## src/hdl/alc_pkg.sv

```systemverilog
package alc_pkg;
	// least times round up to whole cycles, never below one
	function automatic int alc_cyc(input int ns, input int clk_ns);
		int c;
		c = (ns + clk_ns - 1) / clk_ns;
		return (c < 1) ? 1 : c;
	endfunction

	localparam int ALC_CLK_NS = 10;
	localparam int ALC_RST_DLY_NS = 30;
	localparam int ALC_SAMP_NS = 100;
	localparam int ALC_SDLY_NS = 50;
	localparam int ALC_RDE_NS = 560;
	localparam int ALC_RESDA_NS = 600;
	localparam int ALC_WAIT_NS = 100;
	localparam int ALC_FCLK_NS = 300;
	localparam int ALC_TP1_NS = 100;
	localparam int ALC_TP2_NS = 100;
	localparam int ALC_THOLD_NS = 125;
	localparam int ALC_RST_DLY_CYC = alc_cyc(ALC_RST_DLY_NS, ALC_CLK_NS);
	localparam int ALC_SAMP_CYC = alc_cyc(ALC_SAMP_NS, ALC_CLK_NS);
	localparam int ALC_SDLY_CYC = alc_cyc(ALC_SDLY_NS, ALC_CLK_NS);
	localparam int ALC_RDE_CYC = alc_cyc(ALC_RDE_NS, ALC_CLK_NS);
	localparam int ALC_RESDA_CYC = alc_cyc(ALC_RESDA_NS, ALC_CLK_NS);
	localparam int ALC_WAIT_CYC = alc_cyc(ALC_WAIT_NS, ALC_CLK_NS);
	localparam int ALC_FCLK_CYC = alc_cyc(ALC_FCLK_NS, ALC_CLK_NS);
	localparam int ALC_TP1_CYC = alc_cyc(ALC_TP1_NS, ALC_CLK_NS);
	localparam int ALC_TP2_CYC = alc_cyc(ALC_TP2_NS, ALC_CLK_NS);
	localparam int ALC_THOLD_CYC = alc_cyc(ALC_THOLD_NS, ALC_CLK_NS);

	// register byte offsets; receive file entries at 0x10 + 4 * line
	localparam logic [4:0] ALC_OFS_CTRL = 5'h00;
	localparam logic [4:0] ALC_OFS_DIV = 5'h04;
	localparam logic [4:0] ALC_OFS_STAT = 5'h08;
	localparam logic [4:0] ALC_OFS_TXD = 5'h0c;
	localparam int ALC_OFS_RXF_BIT = 4;
	// control fields, four bits per line field
	localparam int ALC_CTL_LOOP = 0;
	localparam int ALC_CTL_RXEN = 4;
	localparam int ALC_CTL_BRK = 8;
	localparam int ALC_CTL_HDX = 12;
	localparam int ALC_CTL_SPD17 = 16;
	localparam int ALC_CTL_PEN = 20;
	localparam int ALC_CTL_PODD = 21;
	localparam int ALC_TXD_LINE = 8;
	localparam logic [31:0] ALC_CTRL_RST = 32'h0;
	localparam logic [15:0] ALC_DIV_RST = 16'h00a2;
	// two-bit error code: none, parity, overrun, framing
	localparam logic [1:0] ALC_ERR_NONE = 2'h0;
	localparam logic [1:0] ALC_ERR_PE = 2'h1;
	localparam logic [1:0] ALC_ERR_OVR = 2'h2;
	localparam logic [1:0] ALC_ERR_FE = 2'h3;

	typedef struct packed {logic par_en; logic par_odd;} alc_fmt_t;
	typedef struct packed {logic fe; logic pe; logic ovr;} alc_errl_t;
	typedef struct packed {logic [1:0] err; logic [7:0] data;} alc_rxw_t;
	typedef enum logic [2:0] {
		RS_DLY = 3'h0, RS_SAMP = 3'h1, RS_SDLY = 3'h2, RS_RDE = 3'h3,
		RS_LOAD = 3'h4, RS_RESDA = 3'h5, RS_WAIT = 3'h6
	} alc_rs_t;
	typedef enum logic [1:0] {TS_DLY = 2'h0, TS_P1 = 2'h1, TS_P2 = 2'h2, TS_P3 = 2'h3} alc_ts_t;

	function automatic logic [1:0] alc_hi(input logic [3:0] v);
		return v[3] ? 2'h3 : v[2] ? 2'h2 : v[1] ? 2'h1 : 2'h0;
	endfunction
	function automatic logic [3:0] alc_onehot(input logic [1:0] i);
		return 4'h1 << i;
	endfunction
endpackage

```

## src/hdl/alc_line_card.sv

```systemverilog
// Notes on behaviour
// - error lines encode to two bits by priority
// - reading receive entry clears its receiver flag
// - reset, 30 ns, then 100 ns sample pulse
// - no resampling while group select active
// - enable selected receiver, load file after 560 ns
// - 600 ns pulse, then drop enable, set flag
// - wait end clears requests, resumes sampling
// - flag set and data again holds busy
// - loopback feeds receiver from own transmitter
// - disabled receiver input forced to mark
// - break forces transmit line to space
// - half duplex marks receiver while sending
// - transmit file: four eight-bit entries, indexed
// - flag clock hides flag, load shows it
// - transmit scanner three timed pulses, cycles continuously
// - serve highest line, strobe, hold 125 ns
// - request needs flag hidden, done, empty, no stop
// - stop only at speed 17, not looped
// - idle mark, start, data lsb first, parity, stop
// - uart clock sixteen times bit rate
// - start bit rechecked at mid-bit
// - parity mismatch and space stop flag errors
// - one cycle after stop, hold and flag
// - unserviced previous character sets overrun
`timescale 1ns/100ps
module alc_uart (
	// clock and reset
	input wire logic i_sys_clk,
	input wire logic i_srst,
	// format and 16x tick
	input wire logic i_tick,
	input wire alc_pkg::alc_fmt_t i_fmt,
	// transmitter
	input wire logic i_ld,
	input wire logic [7:0] i_tx_data,
	output logic o_tx,
	output logic o_tx_empty,
	output logic o_eoc,
	// receiver
	input wire logic i_rx,
	input wire logic i_clr_da,
	output logic o_da,
	output logic [7:0] o_rx_data,
	output alc_pkg::alc_errl_t o_err
);
	logic [7:0] thr_ff;
	logic thr_full_ff;
	logic busy_ff;
	logic [10:0] sh_ff;
	logic [3:0] nb_ff;
	logic [3:0] tc_ff;
	logic rx_prev_ff;
	logic ract_ff;
	logic xfer_ff;
	logic da_ff;
	logic fe_ff;
	logic rpar_ff;
	logic [3:0] rc_ff;
	logic [3:0] rb_ff;
	logic [7:0] rsh_ff;
	logic [7:0] rhold_ff;
	alc_pkg::alc_errl_t err_ff;

	wire start_w = !busy_ff && thr_full_ff;
	wire par_bit_w = i_fmt.par_en ? (^thr_ff ^ i_fmt.par_odd) : 1'b1;
	wire [3:0] stop_idx_w = i_fmt.par_en ? 4'ha : 4'h9;
	wire mid_w = ract_ff && i_tick && (rc_ff == 4'h7);
	wire rx_pe_w = i_fmt.par_en && ((^rsh_ff ^ rpar_ff) != i_fmt.par_odd);

	// frame is shifted out lsb first; shifter refills with mark
	always_ff @(posedge i_sys_clk)
	begin
		if (i_srst)
		begin
			thr_ff <= 8'h0;
			thr_full_ff <= 1'b0;
			busy_ff <= 1'b0;
			sh_ff <= 11'h7ff;
			nb_ff <= 4'h0;
			tc_ff <= 4'h0;
		end
		else
		begin
			if (i_ld && !thr_full_ff)
			begin
				thr_ff <= i_tx_data;
				thr_full_ff <= 1'b1;
			end
			if (start_w)
			begin
				thr_full_ff <= 1'b0;
				busy_ff <= 1'b1;
				sh_ff <= {1'b1, par_bit_w, thr_ff, 1'b0};
				nb_ff <= i_fmt.par_en ? 4'hb : 4'ha;
				tc_ff <= 4'h0;
			end
			else if (busy_ff && i_tick)
			begin
				tc_ff <= tc_ff + 4'h1;
				if (tc_ff == 4'hf)
				begin
					sh_ff <= {1'b1, sh_ff[10:1]};
					nb_ff <= nb_ff - 4'h1;
					busy_ff <= (nb_ff != 4'h1);
				end
			end
		end
	end

	always_ff @(posedge i_sys_clk)
	begin
		if (i_srst)
		begin
			rx_prev_ff <= 1'b1;
			ract_ff <= 1'b0;
			xfer_ff <= 1'b0;
			da_ff <= 1'b0;
			fe_ff <= 1'b0;
			rpar_ff <= 1'b0;
			rc_ff <= 4'h0;
			rb_ff <= 4'h0;
			rsh_ff <= 8'h0;
			rhold_ff <= 8'h0;
			err_ff <= '0;
		end
		else
		begin
			xfer_ff <= 1'b0;
			if (i_tick)
				rx_prev_ff <= i_rx;
			if (!ract_ff && i_tick && rx_prev_ff && !i_rx)
			begin
				ract_ff <= 1'b1;
				rc_ff <= 4'h0;
				rb_ff <= 4'h0;
			end
			else if (ract_ff && i_tick)
				rc_ff <= rc_ff + 4'h1;
			if (mid_w)
			begin
				rb_ff <= rb_ff + 4'h1;
				if (rb_ff == 4'h0 && i_rx)
					ract_ff <= 1'b0;
				else if (rb_ff == stop_idx_w)
				begin
					fe_ff <= !i_rx;
					xfer_ff <= 1'b1;
					ract_ff <= 1'b0;
				end
				else if (rb_ff == 4'h9)
					rpar_ff <= i_rx;
				else if (rb_ff != 4'h0)
					rsh_ff <= {i_rx, rsh_ff[7:1]};
			end
			// set wins over a clear in the same cycle
			if (xfer_ff)
			begin
				rhold_ff <= rsh_ff;
				err_ff.fe <= fe_ff;
				err_ff.pe <= rx_pe_w;
				err_ff.ovr <= da_ff;
				da_ff <= 1'b1;
			end
			else if (i_clr_da)
				da_ff <= 1'b0;
		end
	end

	assign o_tx = sh_ff[0];
	assign o_tx_empty = !thr_full_ff;
	assign o_eoc = !busy_ff;
	assign o_da = da_ff;
	assign o_rx_data = rhold_ff;
	assign o_err = err_ff;
endmodule

module alc_line_card #(
	parameter logic [15:0] DIV_RST = alc_pkg::ALC_DIV_RST
) (
	// clock and reset
	input wire logic i_sys_clk,
	input wire logic i_srst,
	// avalon-mm slave
	input wire logic [4:0] i_avs_address,
	input wire logic i_avs_read,
	input wire logic i_avs_write,
	input wire logic [31:0] i_avs_writedata,
	output logic [31:0] o_avs_readdata,
	output logic o_avs_waitrequest,
	// serial lines
	input wire logic [3:0] i_rx_serial,
	input wire logic [3:0] i_data_set_busy,
	output logic [3:0] o_tx_serial,
	output logic [3:0] o_busy
);
	logic [7:0] pin_s1_ff;
	logic [7:0] pin_s2_ff;
	logic [31:0] ctrl_ff;
	logic [15:0] div_ff;
	logic [15:0] bcnt_ff;
	logic tick_ff;
	logic wait_ff;
	logic [31:0] rdata_ff;
	logic [3:0] tx_ff;
	logic [3:0] busy_ff;
	logic [3:0] rx_flag_ff;
	logic [3:0] rx_req_ff;
	logic [3:0] tx_req_ff;
	logic [3:0] tx_ind_ff;
	logic rde_ff;
	logic [6:0] cnt_ff;
	logic [6:0] nxt_cnt;
	logic [6:0] tcnt_ff;
	logic [6:0] nxt_tcnt;
	logic fact_ff;
	logic [6:0] fcnt_ff;
	logic [1:0] fline_ff;
	alc_pkg::alc_rs_t rs_ff;
	alc_pkg::alc_rs_t nxt_rs;
	alc_pkg::alc_ts_t ts_ff;
	alc_pkg::alc_ts_t nxt_ts;
	alc_pkg::alc_rxw_t rx_file_ff [4];
	logic [7:0] tx_file_ff [4];
	logic [7:0] rxd_w [4];
	alc_pkg::alc_errl_t errl_w [4];
	logic [3:0] uart_tx_w;
	logic [3:0] tx_empty_w;
	logic [3:0] eoc_w;
	logic [3:0] da_w;
	logic [3:0] rx_in_w;
	alc_pkg::alc_fmt_t fmt_w;

	// control fields
	wire [3:0] loop_w = ctrl_ff[alc_pkg::ALC_CTL_LOOP +: 4];
	wire [3:0] rxen_w = ctrl_ff[alc_pkg::ALC_CTL_RXEN +: 4];
	wire [3:0] brk_w = ctrl_ff[alc_pkg::ALC_CTL_BRK +: 4];
	wire [3:0] hdx_w = ctrl_ff[alc_pkg::ALC_CTL_HDX +: 4];
	wire [3:0] spd17_w = ctrl_ff[alc_pkg::ALC_CTL_SPD17 +: 4];
	assign fmt_w = {ctrl_ff[alc_pkg::ALC_CTL_PEN], ctrl_ff[alc_pkg::ALC_CTL_PODD]};

	// bus decode; one wait cycle, then the access edge
	wire acc_w = (i_avs_read || i_avs_write) && !wait_ff;
	wire acc_rd_w = acc_w && i_avs_read;
	wire acc_wr_w = acc_w && i_avs_write;
	wire is_rxf_w = i_avs_address[alc_pkg::ALC_OFS_RXF_BIT];
	wire [1:0] rxf_idx_w = i_avs_address[3:2];
	wire wr_ctrl_w = acc_wr_w && (i_avs_address == alc_pkg::ALC_OFS_CTRL);
	wire wr_div_w = acc_wr_w && (i_avs_address == alc_pkg::ALC_OFS_DIV);
	wire wr_txd_w = acc_wr_w && (i_avs_address == alc_pkg::ALC_OFS_TXD);
	wire [1:0] txd_line_w = i_avs_writedata[alc_pkg::ALC_TXD_LINE +: 2];
	wire [3:0] rx_clr_w = (acc_rd_w && is_rxf_w) ? alc_pkg::alc_onehot(rxf_idx_w) : 4'h0;
	wire [31:0] stat_w = {16'h0, da_w, busy_ff, ~tx_ind_ff, rx_flag_ff};
	wire [31:0] rd_mux_w = is_rxf_w ? {22'h0, rx_file_ff[rxf_idx_w]} :
		(i_avs_address == alc_pkg::ALC_OFS_CTRL) ? ctrl_ff :
		(i_avs_address == alc_pkg::ALC_OFS_DIV) ? {16'h0, div_ff} :
		(i_avs_address == alc_pkg::ALC_OFS_STAT) ? stat_w : 32'h0;

	// receive service decode
	wire rx_grp_w = |rx_req_ff;
	wire [1:0] rx_sel_w = alc_pkg::alc_hi(rx_req_ff);
	wire cnt_done_w = (cnt_ff == 7'h0);
	wire rx_cap_w = (rs_ff == alc_pkg::RS_SAMP) && cnt_done_w;
	wire rx_load_w = (rs_ff == alc_pkg::RS_LOAD);
	wire rx_end_w = (rs_ff == alc_pkg::RS_RESDA) && cnt_done_w;
	wire rx_wait_end_w = (rs_ff == alc_pkg::RS_WAIT) && cnt_done_w;
	wire [3:0] rx_set_w = rx_end_w ? alc_pkg::alc_onehot(rx_sel_w) : 4'h0;
	wire [3:0] nxt_rx_flag = (rx_flag_ff & ~rx_clr_w) | rx_set_w;
	wire alc_pkg::alc_errl_t sel_err_w = errl_w[rx_sel_w];
	wire [1:0] err_enc_w = sel_err_w.ovr ? alc_pkg::ALC_ERR_OVR :
		sel_err_w.fe ? alc_pkg::ALC_ERR_FE :
		sel_err_w.pe ? alc_pkg::ALC_ERR_PE : alc_pkg::ALC_ERR_NONE;
	// character bus only carries data while the receiver output is enabled
	wire [7:0] rx_bus_w = rde_ff ? rxd_w[rx_sel_w] : 8'h0;

	// transmit service decode
	wire [3:0] ext_stop_w = spd17_w & ~loop_w & pin_s2_ff[7:4];
	wire [3:0] tx_req_w = tx_ind_ff & eoc_w & tx_empty_w & ~ext_stop_w;
	wire tx_grp_w = |tx_req_ff;
	wire [1:0] tx_sel_w = alc_pkg::alc_hi(tx_req_ff);
	wire tcnt_done_w = (tcnt_ff == 7'h0);
	wire thr_go_w = (ts_ff == alc_pkg::TS_P2) && tx_grp_w &&
		(tcnt_ff == 7'(alc_pkg::ALC_TP2_CYC - 1));
	wire [3:0] thr_ld_w = thr_go_w ? alc_pkg::alc_onehot(tx_sel_w) : 4'h0;
	wire [3:0] fset_w = (fact_ff && fcnt_ff == 7'h0) ? alc_pkg::alc_onehot(fline_ff) : 4'h0;

	// line routing
	assign rx_in_w = (loop_w & tx_ff) | (~loop_w & pin_s2_ff[3:0])
		| ~rxen_w
		| (hdx_w & ~eoc_w);

	for (genvar g = 0; g < 4; g++)
	begin : g_line
		alc_uart u_uart (
			.i_sys_clk(i_sys_clk),
			.i_srst(i_srst),
			.i_tick(tick_ff),
			.i_fmt(fmt_w),
			.i_ld(thr_ld_w[g]),
			.i_tx_data(tx_file_ff[tx_sel_w]),
			.o_tx(uart_tx_w[g]),
			.o_tx_empty(tx_empty_w[g]),
			.o_eoc(eoc_w[g]),
			.i_rx(rx_in_w[g]),
			.i_clr_da(rx_set_w[g]),
			.o_da(da_w[g]),
			.o_rx_data(rxd_w[g]),
			.o_err(errl_w[g])
		);
	end

	always_comb
	begin
		nxt_rs = rs_ff;
		nxt_cnt = cnt_done_w ? cnt_ff : cnt_ff - 7'h1;
		unique case (rs_ff)
			alc_pkg::RS_DLY:
				if (cnt_done_w)
				begin
					nxt_rs = alc_pkg::RS_SAMP;
					nxt_cnt = 7'(alc_pkg::ALC_SAMP_CYC - 1);
				end
			alc_pkg::RS_SAMP:
				if (cnt_done_w)
				begin
					nxt_rs = alc_pkg::RS_SDLY;
					nxt_cnt = 7'(alc_pkg::ALC_SDLY_CYC - 1);
				end
			alc_pkg::RS_SDLY:
				if (rx_grp_w)
				begin
					nxt_rs = alc_pkg::RS_RDE;
					nxt_cnt = 7'(alc_pkg::ALC_RDE_CYC - 1);
				end
				else if (cnt_done_w)
				begin
					nxt_rs = alc_pkg::RS_SAMP;
					nxt_cnt = 7'(alc_pkg::ALC_SAMP_CYC - 1);
				end
			alc_pkg::RS_RDE:
				if (cnt_done_w)
					nxt_rs = alc_pkg::RS_LOAD;
			alc_pkg::RS_LOAD:
			begin
				nxt_rs = alc_pkg::RS_RESDA;
				nxt_cnt = 7'(alc_pkg::ALC_RESDA_CYC - 1);
			end
			alc_pkg::RS_RESDA:
				if (cnt_done_w)
				begin
					nxt_rs = alc_pkg::RS_WAIT;
					nxt_cnt = 7'(alc_pkg::ALC_WAIT_CYC - 1);
				end
			alc_pkg::RS_WAIT:
				if (cnt_done_w)
				begin
					nxt_rs = alc_pkg::RS_SAMP;
					nxt_cnt = 7'(alc_pkg::ALC_SAMP_CYC - 1);
				end
			default:
				nxt_rs = alc_pkg::RS_DLY;
		endcase
	end

	// no request still cycles the pulses and resamples
	always_comb
	begin
		nxt_ts = ts_ff;
		nxt_tcnt = tcnt_done_w ? tcnt_ff : tcnt_ff - 7'h1;
		unique case (ts_ff)
			alc_pkg::TS_DLY, alc_pkg::TS_P3:
				if (tcnt_done_w)
				begin
					nxt_ts = alc_pkg::TS_P1;
					nxt_tcnt = 7'(alc_pkg::ALC_TP1_CYC - 1);
				end
			alc_pkg::TS_P1:
				if (tcnt_done_w)
				begin
					nxt_ts = alc_pkg::TS_P2;
					nxt_tcnt = 7'(alc_pkg::ALC_TP2_CYC - 1);
				end
			alc_pkg::TS_P2:
				if (tcnt_done_w)
				begin
					nxt_ts = alc_pkg::TS_P3;
					nxt_tcnt = 7'(alc_pkg::ALC_THOLD_CYC - 1);
				end
		endcase
	end

	always_ff @(posedge i_sys_clk)
	begin
		if (i_srst)
		begin
			pin_s1_ff <= 8'h0f;
			pin_s2_ff <= 8'h0f;
			wait_ff <= 1'b1;
			rdata_ff <= 32'h0;
			ctrl_ff <= alc_pkg::ALC_CTRL_RST;
			div_ff <= DIV_RST;
			bcnt_ff <= 16'h0;
			tick_ff <= 1'b0;
			tx_ff <= 4'hf;
		end
		else
		begin
			pin_s1_ff <= {i_data_set_busy, i_rx_serial};
			pin_s2_ff <= pin_s1_ff;
			wait_ff <= !((i_avs_read || i_avs_write) && wait_ff);
			if (wait_ff)
				rdata_ff <= rd_mux_w;
			if (wr_ctrl_w)
				ctrl_ff <= i_avs_writedata;
			if (wr_div_w)
				div_ff <= i_avs_writedata[15:0];
			tick_ff <= (bcnt_ff >= div_ff);
			bcnt_ff <= (bcnt_ff >= div_ff) ? 16'h0 : bcnt_ff + 16'h1;
			tx_ff <= uart_tx_w & ~brk_w;
		end
	end

	always_ff @(posedge i_sys_clk)
	begin
		if (i_srst)
		begin
			rs_ff <= alc_pkg::RS_DLY;
			cnt_ff <= 7'(alc_pkg::ALC_RST_DLY_CYC - 1);
			ts_ff <= alc_pkg::TS_DLY;
			tcnt_ff <= 7'(alc_pkg::ALC_RST_DLY_CYC - 1);
			rx_req_ff <= 4'h0;
			tx_req_ff <= 4'h0;
			rde_ff <= 1'b0;
			rx_flag_ff <= 4'h0;
			busy_ff <= 4'h0;
		end
		else
		begin
			rs_ff <= nxt_rs;
			cnt_ff <= nxt_cnt;
			ts_ff <= nxt_ts;
			tcnt_ff <= nxt_tcnt;
			if (rx_wait_end_w)
				rx_req_ff <= 4'h0;
			else if (rx_cap_w)
				rx_req_ff <= da_w;
			if (ts_ff == alc_pkg::TS_P3 && tcnt_done_w)
				tx_req_ff <= 4'h0;
			else if (ts_ff == alc_pkg::TS_P1 && tcnt_done_w)
				tx_req_ff <= tx_req_w;
			rde_ff <= (rde_ff || (rs_ff == alc_pkg::RS_SDLY && rx_grp_w)) && !rx_end_w;
			rx_flag_ff <= nxt_rx_flag;
			busy_ff <= (busy_ff | (rx_flag_ff & da_w)) & nxt_rx_flag;
		end
	end

	// transmit flag clock: file written at once, flag hidden when the clock ends
	always_ff @(posedge i_sys_clk)
	begin
		if (i_srst)
		begin
			fact_ff <= 1'b0;
			fcnt_ff <= 7'h0;
			fline_ff <= 2'h0;
			tx_ind_ff <= 4'h0;
		end
		else
		begin
			if (wr_txd_w)
			begin
				fact_ff <= 1'b1;
				fcnt_ff <= 7'(alc_pkg::ALC_FCLK_CYC - 1);
				fline_ff <= txd_line_w;
			end
			else if (fact_ff)
			begin
				fact_ff <= !(fcnt_ff == 7'h0);
				fcnt_ff <= fcnt_ff - 7'h1;
			end
			tx_ind_ff <= (tx_ind_ff & ~thr_ld_w) | fset_w;
		end
	end

	always_ff @(posedge i_sys_clk)
	begin
		if (wr_txd_w)
			tx_file_ff[txd_line_w] <= i_avs_writedata[7:0];
		if (rx_load_w)
			rx_file_ff[rx_sel_w] <= {err_enc_w, rx_bus_w};
	end

	assign o_avs_readdata = rdata_ff;
	assign o_avs_waitrequest = wait_ff;
	assign o_tx_serial = tx_ff;
	assign o_busy = busy_ff;
endmodule

```

## config.mk

```make
export PLATFORM = sky130hd
export DESIGN_NAME = alc_line_card
export DESIGN_NICKNAME = d
export VERILOG_FILES = /design/src/hdl/alc_pkg.sv /design/src/hdl/alc_line_card.sv
export SDC_FILE = /design/constraint.sdc
export NUM_CORES = 1
export LEC_CHECK = 0
export BUFFER_PORTS_ARGS = -buffer_cell sky130_fd_sc_hd__buf_2
export CORE_UTILIZATION = 45
export CTS_BUF_LIST = sky130_fd_sc_hd__clkbuf_4
export DETAILED_ROUTE_END_ITERATION = 12
export PLACE_DENSITY = 0.67
export SETUP_SLACK_MARGIN = 0.2
export SLEW_MARGIN = 15
export SYNTH_ARGS = -nofsm -noshare
export SYNTH_HDL_FRONTEND = slang
export SYNTH_HIERARCHICAL = 1
export SYNTH_SLANG_ARGS = --single-unit
```

## constraint.sdc

```tcl
create_clock -name i_sys_clk -period 4.05 [get_ports i_sys_clk]
set_input_delay 0.81 -clock i_sys_clk [delete_from_list [all_inputs] [get_ports i_sys_clk]]
set_output_delay 0.81 -clock i_sys_clk [all_outputs]
set_load 0.01 [all_outputs]
```

=== After elaboration in Yosys (flattened, before gate mapping) ===
Memory sizes are Yosys's and may differ from the RTL's.
Cells that the tools add are included.

* Input port bits: 49
* Bits in writable memories: 72
* Word-level logic and storage cells: 509
* Output and inout bits: 41
* Memories kept: 2
* Register bits: 412

* Equality and inequality tests: 43
* Reductions and logical operators: 159
* Bitwise gates (word level): 52
* Order comparisons: 2
* $add $sub $neg: 20
* Multiplexer cells: 128
* Shift-type cells: 4

{| class="wikitable"
|+ Memory list
! name !! words !! bits a word !! read ports !! clocked after memory_dff !! write ports !! line !! RTL
|-
| rx_file_ff || 4 || 10 || 1 || 0 || 1 || alc_line_card.sv:223 || <nowiki>alc_pkg::alc_rxw_t rx_file_ff [4];</nowiki>
|-
| tx_file_ff || 4 || 8 || 1 || 0 || 1 || alc_line_card.sv:224 || <nowiki>logic [7:0] tx_file_ff [4];</nowiki>
|}

{| class="wikitable"
|+ Operators by type and width
! kind !! count
|-
| 10-bit two-way mux || 12
|-
| 4-bit two-way mux || 24
|-
| 32-bit two-way mux || 2
|-
| 8-bit XOR reduction || 8
|-
| 1-bit logical AND || 58
|-
| 1-bit two-way mux || 54
|-
| 4-bit AND || 13
|-
| 4-bit by 1-bit adder with 4-bit output, second input constant || 12
|-
| 7-bit two-way mux || 6
|-
| 2-bit nonzero test || 17
|-
| 4-bit equality test, second input constant || 8
|-
| 16-bit two-way mux || 2
|-
| 4-bit NOT || 8
|-
| 7-bit case mux with 4 select lines || 1
|-
| 2-bit OR reduction || 14
|-
| 8-bit two-way mux || 3
|-
| 4-bit OR || 6
|-
| 7-bit logical NOT || 3
|-
| 3-bit two-way mux || 7
|-
| 7-bit by 1-bit subtractor with 7-bit output, second input constant || 3
|-
| 1-bit logical NOT || 20
|-
| 2-bit two-way mux || 10
|-
| 5-bit AND reduction || 4
|-
| 3-bit case mux with 6 select lines || 1
|-
| other kinds (37) || 112
|}

=== Logic depth before layout (Yosys ltp) ===
* Depth after elaboration: 11
* Depth in mapped cells: 10
* Mapped depth without buffers: 10

=== By module ===
Netlist, hierarchy kept.

{| class="wikitable"
|+ By module, submodules not included
! module !! seq. area each (sq um) !! area each (sq um) !! cells an instance !! times used
|-
| alc_uart || 1221.2 || 2802.7 || 331 || 4
|-
| alc_line_card || 5525.3 || 10408.7 || 1084 || 1
|}

=== Worst setup path after synthesis ===
Ideal clock, no wire load.

* Kind: input to register
* Start: input i_avs_address[1]
* End: memory tx_file_ff[1][0], enable pin
* Stages: 5
* Library setup time: 0.385 ns
* Data arrival time: 2.588 ns
* Buffers on the path: 1
* Required time: 3.665 ns
* Slack: 1.076 ns
* Path through: or3_1 clkbuf_1 nor3b_2 nand3_1 nor3b_1

* Word-level cells in the longest chain between the ends: 4

{| class="wikitable"
|+ RTL lines
! what !! line !! RTL
|-
| from (decl) || alc_line_card.sv:185 || <nowiki>input wire logic [4:0] i_avs_address,</nowiki>
|-
| 5-bit by 4-bit equality test with 1-bit output || alc_line_card.sv:250 || <nowiki>wire wr_txd_w = acc_wr_w && (i_avs_address == alc_pkg::ALC_OFS_TXD);</nowiki>
|-
| 1-bit logical AND || alc_line_card.sv:250 ||
|-
| 1-bit two-way mux || alc_line_card.sv:486 || <nowiki>if (wr_txd_w)</nowiki>
|-
| 1-bit two-way mux (not written as such) || alc_line_card.sv:487 || <nowiki>tx_file_ff[txd_line_w] <= i_avs_writedata[7:0];</nowiki>
|-
| to (decl) || alc_line_card.sv:224 ||
|}

No other way between the ends.

=== Final worst setup path ===
* Start: register wait_ff (netlist: o_avs_waitrequest)
* End: output o_avs_waitrequest

{| class="wikitable"
|+ RTL lines
! what !! line !! RTL
|-
| from (decl) || alc_line_card.sv:203 || <nowiki>logic wait_ff;</nowiki>
|-
| from (signal assigned) || alc_line_card.sv:410 || <nowiki>wait_ff <= !((i_avs_read || i_avs_write) && wait_ff);</nowiki>
|-
| to (decl) || alc_line_card.sv:190 || <nowiki>output logic o_avs_waitrequest,</nowiki>
|}

No word-level cell between the ends.

==> results.sh <==
export IMPL_post_cts_buffers=0
export IMPL_yosys_warnings=6
export IMPL_synth_commonest_cells="dfxtp_1 (412), nand2_1 (256), a21oi_1 (247)"
export IMPL_start_util_pct=46.0
export IMPL_crit_chain="buf_4 -> buf_2"
export IMPL_cts_tree="done"
export IMPL_hold_buffers=6
export IMPL_portBuffers=89
export IMPL_place_congestion=0.893
export IMPL_die_h_um=221
export IMPL_cp_top_family="buffers and inverters"
export IMPL_drtAntennaViolNets=0
export IMPL_grt_usage_pct=22.1
export IMPL_met1_length_um=23800
export IMPL_cts_root_buf="clkbuf_4"
export IMPL_stdcell_count=3219
export IMPL_syn_inst=2408
export IMPL_viasPerCell=5.49
export IMPL_setup_ws_ns=1.39
export IMPL_rsz0062_at_grt="no"
export IMPL_grt_remaining_overflow=0
export IMPL_routed_wl_um=54100
export IMPL_grt_pass1_wl_um=87300
export IMPL_r2r_slack_ns=1.43
export IMPL_syn_to_final_growth_pct=11.9
export IMPL_clk_insertion_delay_late_ns=0.95
export IMPL_synth_top_area_share_pct=38.2
export IMPL_drtPass1Iterations=5
export IMPL_yosysMostFrequentCell="dfxtp_1"
export IMPL_ys_seq_area_share_pct=48.2
export IMPL_crit_slowest_cell="buf_4"
export IMPL_cts_resized=0
export IMPL_dr_wl_met2_um=25400
export IMPL_synthFlopType="dfxtp_1"
export IMPL_clock_path_buffers=3
export IMPL_cts_sinks=484
export IMPL_drv_slew=0
export IMPL_synth_cell_types=67
export IMPL_cellLeakagePower_uw=0.00936
export IMPL_drive_above_1_share_pct=13.5
export IMPL_path_clk_slew_ns=0.06
export IMPL_relSlewSlack_pct=23.5
export IMPL_grt_pass1_vias=17400
export IMPL_ys_ff_latch=484
export IMPL_num_vias=17700
export IMPL_max_slew_worst_pin_slew_ns=1.14
export IMPL_crit_path_end_kind="output pin"
export IMPL_path_buf_inv=2
export IMPL_grt_max_degree=177
export IMPL_setup_worst_path_start_class="flop"
export IMPL_outcome="completed"
export IMPL_period_share_pct=65.7
export IMPL_ir_drop_mv=0.218
export IMPL_met3_length_um=3380
export IMPL_syn_num_nets=2512
export IMPL_fp_dieW_um=221
export IMPL_fin_worst_skew_ns=0.0543
export IMPL_top_layer_used="met4"
export IMPL_cp_max_fo=39
export IMPL_hold_violations=0
export IMPL_core_um2=47000
export IMPL_pin_count=90
export IMPL_synthTopCellsByArea="dfxtp_1 (38%), edfxtp_1 (10%), a21oi_1 (5.7%), nand2_1 (4.4%), nor2_1 (4.0%)"
export IMPL_synth_area_leader_cell="dfxtp_1"
export IMPL_max_clock_freq_mhz=376
export IMPL_fin_crit_ns=2.66
export IMPL_final_nets=2617
export IMPL_drv_cap=0
export IMPL_drt_initial_drc_count=1220
export IMPL_antenna_found_initial=3
export IMPL_dp_cells=2979
export IMPL_final_setup_viol_count=0
export IMPL_syn_area_per_cell_um2=8.98
export IMPL_die_area_um2=48900
export IMPL_dp_hpwl_um=36400
export IMPL_pre_cts_ws_ns=0.939
export IMPL_synth_edf_count=72
export IMPL_drc=0
export IMPL_async_flop_share_pct=0
export IMPL_wire_per_inst_um=16.8
export IMPL_cts_buffers=133
export IMPL_h_tree_depth=4
export IMPL_cp_arrival_ns=1.85
export IMPL_worst_path_largest_cell_delay_ns=0.39
export IMPL_path_class="reg2out"
export IMPL_required_ns=3.24
export IMPL_power_density_nw_per_um2=419
export IMPL_fin_setup_tns_ns=0
export IMPL_holdCritPathClass="in2reg"
export IMPL_rows=79
export IMPL_synth_area_um2=21600
## routing by layer
metal  GRT usage, %  up-vias
met5              0        -
met4           10.1        0
met3           5.35      107
met2           35.9      508
met1           27.7     8405
li1               -     8665
## logic make-up after synthesis
kind of cell | share of synthesized area (%)
AOI/OAI and AO/OA | 14.8
xor gates and xnor gates | 4.80
adders and majority gates | 3.18
buffers and inverters | 4.79
DFF | 48.2
muxes | 4.88
and+or+nand+nor | 19.4
## cell usage in the layout, fill, tap and decap left out, drive strengths merged, types with 16 or more instances in the layout
cell,synthesis,layout
a211oi,53,53
a21oi,248,248
buf,49,106
clkbuf,93,194
clkinv,1,29
dfxtp,412,412
edfxtp,72,72
ha,55,55
inv,121,125
mux2i,83,83
nand2,256,256
nand2b,18,18
nand3,77,77
nor2,234,234
nor2b,49,49
nor3,92,92
nor3b,19,19
o21ai,95,95
o21bai,41,41
o22ai,16,16
or2,16,16
xnor2,59,59
xor2,39,39
## worst reg2reg max path, delay by kind of cell, from the launching register on
| kind | cells | cell delay [ns] |
|---|---|---|
| AND/OR/NAND/NOR | 5 | 2.04 |
| flip-flops | 1 | 0.36 |
| AO/OA/AOI/OAI | 1 | 0.15 |
## through the flow
| step | hold slack, ns | power [uW] | cell area (um2) | utilization, % |
|---|---|---|---|---|
| 2_1_floorplan | 0.389 | 5590 | 21600 | - |
| 3_3_place_gp | 0.398 | 5740 | 22400 | 47.7 |
| 3_5_place_dp | 0.410 | 5770 | 22400 | 47.7 |
| 4_1_cts | 0.0166 | 10300 | 24200 | 51.5 |
| 5_1_grt | 0.0541 | 10600 | 24200 | 51.5 |
| 6_report | 0.121 | 10100 | 24200 | 51.5 |
## flip-flops by register name (all words and copies together), names as in the netlist, 7 cells and up
name and count:
g_line.u_uart/thr_ff 32, cnt_ff 7, g_line.u_uart/rc_ff 16, g_line.u_uart/rb_ff 16
g_line.u_uart/o_rx_data 32, g_line.u_uart/sh_ff 40, bcnt_ff 16, tx_file_ff 32
fcnt_ff 7, g_line.u_uart/rsh_ff 32, tcnt_ff 7, div_ff 16
o_avs_readdata 32, pin_s2_ff 8, g_line.u_uart/o_err 12, g_line.u_uart/tc_ff 16
rx_file_ff 40, g_line.u_uart/nb_ff 16, pin_s1_ff 8, ctrl_ff 32
## power breakdown
part | internal (uW) | switching, uW | total (uW)
logic | 257 | 393 | 650
clock network | 2440 | 2020 | 4470
registers | 4940 | 78.0 | 5020
total | 7650 | 2500 | 10100
## cell type report
class / instances / area [um2]
Fill cell: 4356 / 22800
Sequential cell: 484 / 10400
Multi-Input combinational cell: 1660 / 10200
Clock buffer: 194 / 1460
Tap cell: 607 / 759
Timing Repair Buffer: 112 / 668
Inverter: 122 / 460
Clock inverter: 37 / 251
Antenna cell: 3 / 7.51
## path summary, 6_finish.rpt
path                       startpoint                         end  cells after the start
setup / recovery    o_avs_waitrequest           o_avs_waitrequest                      2
hold / removal    i_avs_writedata[30]                 ctrl_ff[30]                      3
hold reg to reg          pin_s1_ff[1]                pin_s2_ff[1]                      1
setup reg to reg           tcnt_ff[4]  g_line[1].u_uart/thr_ff[5]                      6
No activity file was read; power rests on OpenSTA's default activity.
